[src/frc_pkg.sv]
// Package: register map, field positions and reset values of the flash rewrite control block
package frc_pkg;
	// =====================================================
	// Register byte addresses
	localparam logic [7:0] ADDR_CTRL     = 8'h00;
	localparam logic [7:0] ADDR_IRQ_STAT = 8'h04;
	localparam logic [7:0] ADDR_IRQ_MASK = 8'h08;

	// =====================================================
	// Control register fields
	localparam int CTRL_W        = 8;
	localparam int BIT_READY     = 0;
	localparam int BIT_REWRITE   = 1;
	localparam int BIT_LOCK_OVR  = 2;
	localparam int BIT_SEQ_RST   = 3;
	localparam int BIT_RESERVED  = 4;
	localparam int BIT_AREA_SEL  = 5;

	// =====================================================
	// Interrupt status fields
	localparam int IRQ_W         = 3;
	localparam int IRQ_DONE      = 0;
	localparam int IRQ_ENTERED   = 1;
	localparam int IRQ_REFUSED   = 2;

	// =====================================================
	// Reset values
	localparam logic             RST_FLAG  = 1'h0;
	localparam logic [IRQ_W-1:0] RST_IRQ   = 3'h0;
	localparam logic [31:0]      RST_RDATA = 32'h0;
endpackage

[src/frc_seq_arm.sv]
// Two-write arming detector: a 0 write followed directly by a 1 write
module frc_seq_arm (
	input  wire logic clk_sys_i,
	input  wire logic reset_n_i,
	input  wire logic wr_i,
	input  wire logic bit_i,
	input  wire logic abort_i,
	input  wire logic allow_i,
	output logic      set_o
);
	logic armed;
	logic next_armed;

	// =====================================================
	// Arming
	always_comb begin
		next_armed = armed;
		set_o      = 1'b0;
		if (abort_i || !allow_i) begin
			// Interrupt or DMA between the two writes breaks the pair
			next_armed = 1'b0;
		end else if (wr_i) begin
			set_o      = bit_i && armed;
			next_armed = !bit_i;
		end
	end

	always_ff @(posedge clk_sys_i or negedge reset_n_i) begin
		if (!reset_n_i) begin
			armed <= frc_pkg::RST_FLAG;
		end else begin
			armed <= next_armed;
		end
	end
endmodule

[src/frc_flash_ctrl.sv]
// Flash rewrite control register with Avalon-MM slave and interrupt
module frc_flash_ctrl (
	input  wire logic        clk_sys_i,
	input  wire logic        reset_n_i,
	input  wire logic [7:0]  address_i,
	input  wire logic        read_i,
	input  wire logic        write_i,
	input  wire logic [3:0]  byteenable_i,
	input  wire logic [31:0] writedata_i,
	output logic [31:0]      readdata_o,
	output logic             waitrequest_o,
	input  wire logic        flash_busy_i,
	input  wire logic        boot_mode_i,
	input  wire logic        irq_taken_i,
	input  wire logic        dma_xfer_i,
	output logic             cmd_accept_o,
	output logic             lock_override_o,
	output logic             seq_reset_o,
	output logic             user_area_o,
	output logic             irq_o
);
	logic                       ack;
	logic                       next_ack;
	logic [31:0]                rdata;
	logic [31:0]                next_rdata;
	logic                       boot_meta;
	logic                       boot_sync;
	logic                       busy_q;
	logic                       rewrite_en;
	logic                       next_rewrite_en;
	logic                       lock_ovr;
	logic                       next_lock_ovr;
	logic                       seq_rst;
	logic                       next_seq_rst;
	logic                       area_sel;
	logic                       next_area_sel;
	logic                       area_route;
	logic                       next_area_route;
	logic [frc_pkg::IRQ_W-1:0]  irq_stat;
	logic [frc_pkg::IRQ_W-1:0]  next_irq_stat;
	logic [frc_pkg::IRQ_W-1:0]  irq_mask;
	logic [frc_pkg::IRQ_W-1:0]  next_irq_mask;
	logic [frc_pkg::IRQ_W-1:0]  irq_event;
	logic                       wr_ok;
	logic                       ctrl_wr;
	logic [frc_pkg::CTRL_W-1:0] wd;
	logic                       abort;
	logic                       rew_set;
	logic                       lock_set;
	logic [frc_pkg::CTRL_W-1:0] ctrl_view;

	// =====================================================
	// Boot mode strap synchroniser
	always_ff @(posedge clk_sys_i or negedge reset_n_i) begin
		if (!reset_n_i) begin
			boot_meta <= frc_pkg::RST_FLAG;
			boot_sync <= frc_pkg::RST_FLAG;
		end else begin
			boot_meta <= boot_mode_i;
			boot_sync <= boot_meta;
		end
	end

	// =====================================================
	// Bus slave: one wait state, write at the released edge, read data captured at the first edge
	assign waitrequest_o = (read_i || write_i) && !ack;
	assign wr_ok         = write_i && ack;
	assign wd            = writedata_i[frc_pkg::CTRL_W-1:0];
	assign ctrl_wr       = wr_ok && (address_i == frc_pkg::ADDR_CTRL) && byteenable_i[0];
	assign abort         = irq_taken_i || dma_xfer_i;

	always_comb begin
		ctrl_view                         = '0;
		ctrl_view[frc_pkg::BIT_READY]     = !flash_busy_i;
		ctrl_view[frc_pkg::BIT_REWRITE]   = rewrite_en;
		ctrl_view[frc_pkg::BIT_LOCK_OVR]  = lock_ovr;
		ctrl_view[frc_pkg::BIT_SEQ_RST]   = seq_rst;
		ctrl_view[frc_pkg::BIT_RESERVED]  = 1'b0;
		ctrl_view[frc_pkg::BIT_AREA_SEL]  = area_sel;
		// Unassigned top bits are undefined; zero is a legal value
		next_ack   = (read_i || write_i) && !ack;
		next_rdata = rdata;
		if (read_i && !ack) begin
			case (address_i)
				frc_pkg::ADDR_CTRL:     next_rdata = {24'h0, ctrl_view};
				frc_pkg::ADDR_IRQ_STAT: next_rdata = {29'h0, irq_stat};
				frc_pkg::ADDR_IRQ_MASK: next_rdata = {29'h0, irq_mask};
				default:                next_rdata = frc_pkg::RST_RDATA;
			endcase
		end
	end

	always_ff @(posedge clk_sys_i or negedge reset_n_i) begin
		if (!reset_n_i) begin
			ack   <= frc_pkg::RST_FLAG;
			rdata <= frc_pkg::RST_RDATA;
		end else begin
			ack   <= next_ack;
			rdata <= next_rdata;
		end
	end
	assign readdata_o = rdata;

	// =====================================================
	// Write-pair detectors
	frc_seq_arm u_rew_arm (
		.clk_sys_i (clk_sys_i),
		.reset_n_i (reset_n_i),
		.wr_i      (ctrl_wr),
		.bit_i     (wd[frc_pkg::BIT_REWRITE]),
		.abort_i   (abort),
		.allow_i   (1'b1),
		.set_o     (rew_set)
	);

	frc_seq_arm u_lock_arm (
		.clk_sys_i (clk_sys_i),
		.reset_n_i (reset_n_i),
		.wr_i      (ctrl_wr),
		.bit_i     (wd[frc_pkg::BIT_LOCK_OVR]),
		.abort_i   (abort),
		.allow_i   (rewrite_en),
		.set_o     (lock_set)
	);

	// =====================================================
	// Control bits
	always_comb begin
		next_rewrite_en = rewrite_en;
		if (ctrl_wr && !wd[frc_pkg::BIT_REWRITE]) begin
			next_rewrite_en = 1'b0;
		end else if (rew_set) begin
			next_rewrite_en = 1'b1;
		end
		next_lock_ovr = lock_ovr;
		if (!next_rewrite_en) begin
			next_lock_ovr = 1'b0;
		end else if (ctrl_wr && !wd[frc_pkg::BIT_LOCK_OVR]) begin
			next_lock_ovr = 1'b0;
		end else if (lock_set) begin
			next_lock_ovr = 1'b1;
		end
		// Reset bit only writable and held inside rewrite mode
		next_seq_rst = seq_rst;
		if (!next_rewrite_en) begin
			next_seq_rst = 1'b0;
		end else if (ctrl_wr && rewrite_en) begin
			next_seq_rst = wd[frc_pkg::BIT_SEQ_RST];
		end
		next_area_sel = ctrl_wr ? wd[frc_pkg::BIT_AREA_SEL] : area_sel;
		next_area_route = next_area_sel && boot_sync;
	end

	always_ff @(posedge clk_sys_i or negedge reset_n_i) begin
		if (!reset_n_i) begin
			rewrite_en <= frc_pkg::RST_FLAG;
			lock_ovr   <= frc_pkg::RST_FLAG;
			seq_rst    <= frc_pkg::RST_FLAG;
			area_sel   <= frc_pkg::RST_FLAG;
			area_route <= frc_pkg::RST_FLAG;
		end else begin
			rewrite_en <= next_rewrite_en;
			lock_ovr   <= next_lock_ovr;
			seq_rst    <= next_seq_rst;
			area_sel   <= next_area_sel;
			area_route <= next_area_route;
		end
	end

	assign cmd_accept_o    = rewrite_en;
	assign lock_override_o = lock_ovr;
	assign seq_reset_o     = seq_rst;
	assign user_area_o     = area_route;

	// =====================================================
	// Interrupt status, mask and output
	always_comb begin
		irq_event                       = '0;
		irq_event[frc_pkg::IRQ_DONE]    = busy_q && !flash_busy_i;
		irq_event[frc_pkg::IRQ_ENTERED] = rew_set && !rewrite_en;
		irq_event[frc_pkg::IRQ_REFUSED] = ctrl_wr && ((wd[frc_pkg::BIT_REWRITE] && !rewrite_en && !rew_set) ||
			(wd[frc_pkg::BIT_LOCK_OVR] && !lock_ovr && !lock_set));
		next_irq_stat = irq_stat;
		next_irq_mask = irq_mask;
		if (wr_ok && byteenable_i[0] && address_i == frc_pkg::ADDR_IRQ_STAT) begin
			next_irq_stat = irq_stat & ~writedata_i[frc_pkg::IRQ_W-1:0];
		end
		if (wr_ok && byteenable_i[0] && address_i == frc_pkg::ADDR_IRQ_MASK) begin
			next_irq_mask = writedata_i[frc_pkg::IRQ_W-1:0];
		end
		// Set wins over a same-cycle clear
		next_irq_stat = next_irq_stat | irq_event;
	end

	always_ff @(posedge clk_sys_i or negedge reset_n_i) begin
		if (!reset_n_i) begin
			busy_q   <= frc_pkg::RST_FLAG;
			irq_stat <= frc_pkg::RST_IRQ;
			irq_mask <= frc_pkg::RST_IRQ;
		end else begin
			busy_q   <= flash_busy_i;
			irq_stat <= next_irq_stat;
			irq_mask <= next_irq_mask;
		end
	end
	assign irq_o = |(irq_stat & irq_mask);
endmodule

[config.mk]
export PLATFORM = sky130hd
export DESIGN_NAME = frc_flash_ctrl
export DESIGN_NICKNAME = d
export VERILOG_FILES = /design/src/frc_pkg.sv /design/src/frc_seq_arm.sv /design/src/frc_flash_ctrl.sv
export SDC_FILE = /design/constraint.sdc
export NUM_CORES = 1
export LEC_CHECK = 0
export BUFFER_PORTS_ARGS = -buffer_cell sky130_fd_sc_hd__buf_2
export CAP_MARGIN = 20
export CORE_ASPECT_RATIO = 1.5
export CORE_UTILIZATION = 40
export CTS_BUF_LIST = sky130_fd_sc_hd__clkbuf_16
export DETAILED_ROUTE_END_ITERATION = 6
export PLACE_DENSITY = 0.86
export SLEW_MARGIN = 40
export SYNTH_ARGS = -nofsm -noshare
export SYNTH_HDL_FRONTEND = slang
export SYNTH_SLANG_ARGS = --single-unit
[constraint.sdc]
create_clock -name clk_sys_i -period 1.75 [get_ports clk_sys_i]
set_input_delay 0.35 -clock clk_sys_i [delete_from_list [all_inputs] [get_ports clk_sys_i]]
set_output_delay 0.35 -clock clk_sys_i [all_outputs]
set_load 0.02 [all_outputs]
==> results.md <==
* Worst setup SP type: flop
* GP Congestion at 0.8530
* Final non-filler cell total at 203
* RSZ-0062 raised after global routing: false
* Worst setup margin at 0.1360 ns
* Antenna viol nets, final at 0
* Pwr Density at 786.6 mW/mm²
* Slew Viols, Final at 0
* First-pass DRT Iterations at 4
* Commonest non-fill, non-tap cells in the layout: buf_2, conb_1, dfrtp_1
* Clock Path Buffers at 2
* Crit path DAT at 1.26 ns
* Global route total overflow at 0
* Core Area at 0.002943 mm²
* Post-CTS Setup Repair Bufs at 0
* Synthesized cell area at 0.001264 mm²
* R2r startpoint: ack$_DFF_PN0_
* Synth cell types at 33
* Worst reg2reg setup slack at 0.27 ns
* Post-CTS sizing at 0
* Synth area leaders: dfrtp_1, buf_4, o21ai_0
* Yosys warning count at 0
* Tmin final at 1.614 ns
* Post-cts hold buffer count at 0
* DP Worst Slack at 0.0006114 ns
* H-tree depth at 1
* CTS Sinks at 22
* Gr usage total at 14.47%
* Vias in the first global route at 875
* Reg2reg path depth at 4
* Syn Area/Cell at 9.647 µm²
* Synth area leader: dfrtp_1
* Total Wirelength at 2.263 mm
* Crit path kind: flop to output pin
* CTS tree: built
* Num CTS Buffers at 3
* Die area at 0.003393 mm²
* Worst hold path type: primary input to async pin
* Crit path capture type: output pin
* Register area at 550.5 µm²
* Global-route wire length before repair at 3.505 mm
* Initial antenna violation count at 0
* Clock slew at reported path FFs at 0.05 ns
* CP required at 1.40 ns
* LEAKAGE at 0.7402 nW
* #FFs+latches synth at 22
* Crit-path max FO at 3
* # rows at 24
* Final core utilization at 48.77%
* Setup Viol. Count Final at 0
* Clock Latency Late Sink at 0.25 ns
* Status: finished clean
* Area grow syn2layout at 13.56%
* Placed cells at 200
* Antenna Cells at 0
* Routed via count at 930
* Detail Placement HPWL at 1.892 mm
* Post-route clock skew at 0.002377 ns
* Syn Inst Count at 131
* Initial core utilization at 42.94%
* Final Cycle Share at 92.23%
* Endpoints failing hold at 0
* Starting DRT DRC Count at 30
* Via density at 4.581
* CTS Root Cell: clkbuf_16
* Max_cap viols at 0
* Most common cell after layout, fill and taps aside: buf_2
* Register area share after synthesis at 43.56%
* Die width at 47.90 µm
* # fillers at 292
* Setup_tns at 0 ns
* Tot Pwr at 1.129 mW
* # DRC at 0
* Area of the multi-input gates at 563.0 µm²
* Reg2reg end: user_area_o$_DFF_PN0_
* Die height at 70.84 µm
* DR WL/cell at 11.15 µm
* IO Count at 90
* Max VDD drop at 0.0005940 V
* Port buffer count at 32
* Largest net degree at the start of global routing at 23
* FMAX at 619.6 MHz
* Layout cell share with drive strength beyond 1 at 27.44%
* # nets final at 218
* Post-synth top area share at 43.56%
## layer usage
layer  global-route usage [%]  vias up  wire [µm]
met5                        0        -          0
li1                         -      459          -
met1                    14.12      416        798
met4                    9.259        0         55
met3                    3.061        6        158
met2                    25.23       49       1251
## power breakdown
part | internal, mW | switching [mW]
logic | 0.0359 | 0.103
clock network | 0.301 | 0.166
registers | 0.517 | 0.00448
total | 0.855 | 0.274
## state kept, by name (all words and copies together), names as in the netlist
register          flops
area_sel              1
busy_q                1
u_rew_arm.armed       1
u_lock_arm.armed      1
user_area_o           1
boot_meta             1
irq_stat              3
readdata_o            5
seq_reset_o           1
cmd_accept_o          1
ack                   1
lock_override_o       1
irq_mask              3
boot_sync             1
## area by class of cell
class / instances / share of cell area, %
multi-input combinational: 99 / 39.23
sequential: 22 / 38.36
timing repair buffer: 34 / 12.21
clock buffer: 3 / 5.231
tap: 39 / 3.400
inverter: 6 / 1.569
## metrics by stage
step / cell area (µm²) / hold WS [ns]
4_1_cts: 1435 / 0.06998
2_1_floorplan: 1361 / 0.05441
6_report: 1435 / 0.04998
5_1_grt: 1435 / 0.09280
3_3_place_gp: 1360 / 0.3318
3_5_place_dp: 1360 / 0.3390
## cells in the mapped netlist
master,count
a21boi_0,1
a21oi_1,6
a222oi_1,1
a31oi_1,1
and2_1,2
and2b_1,2
and3_1,1
and4_1,1
and4bb_2,1
buf_4,28
buf_6,1
clkbuf_1,1
conb_1,1
dfrtp_1,22
inv_1,6
mux2_2,3
mux2_4,1
mux2i_1,2
nand2_1,13
nand2_2,1
nand2b_1,1
nand3_1,4
nand4_1,1
nand4b_1,1
nor2_1,7
nor2b_1,2
nor3_1,3
nor4_4,2
o2111a_1,1
o211ai_1,1
o21a_1,1
o21ai_0,11
or4b_1,1
## worst max-delay path by stage
stage | startpoint | endpoint | slack [ns]
CTS | irq_stat[2]$_DFF_PN0_ | irq_o | 0.12
global route | irq_stat[2]$_DFF_PN0_ | irq_o | 0.11
floorplan | address_i[7] | user_area_o$_DFF_PN0_ | 0.16
detailed placement | address_i[7] | user_area_o$_DFF_PN0_ | 0.0006
finish | irq_stat[2]$_DFF_PN0_ | irq_o | 0.14
global placement | address_i[7] | user_area_o$_DFF_PN0_ | 0.02
## critical path, cell delays in order (launching register included)
cell and delay, ns:
dfrtp_1 0.39, a222oi_1 0.38, inv_1 0.07, buf_2 0.16
## kinds of logic after synthesis
logic type,count (synthesis),synth area share [%]
muxes,6,5.445
and+or+nand+nor,43,20.40
AOI/OAI and AO/OA,23,10.69
DFF,22,43.56
other,1,0.2967
buffers and inverters,36,19.60
Power figures use the tool's default switching activity.
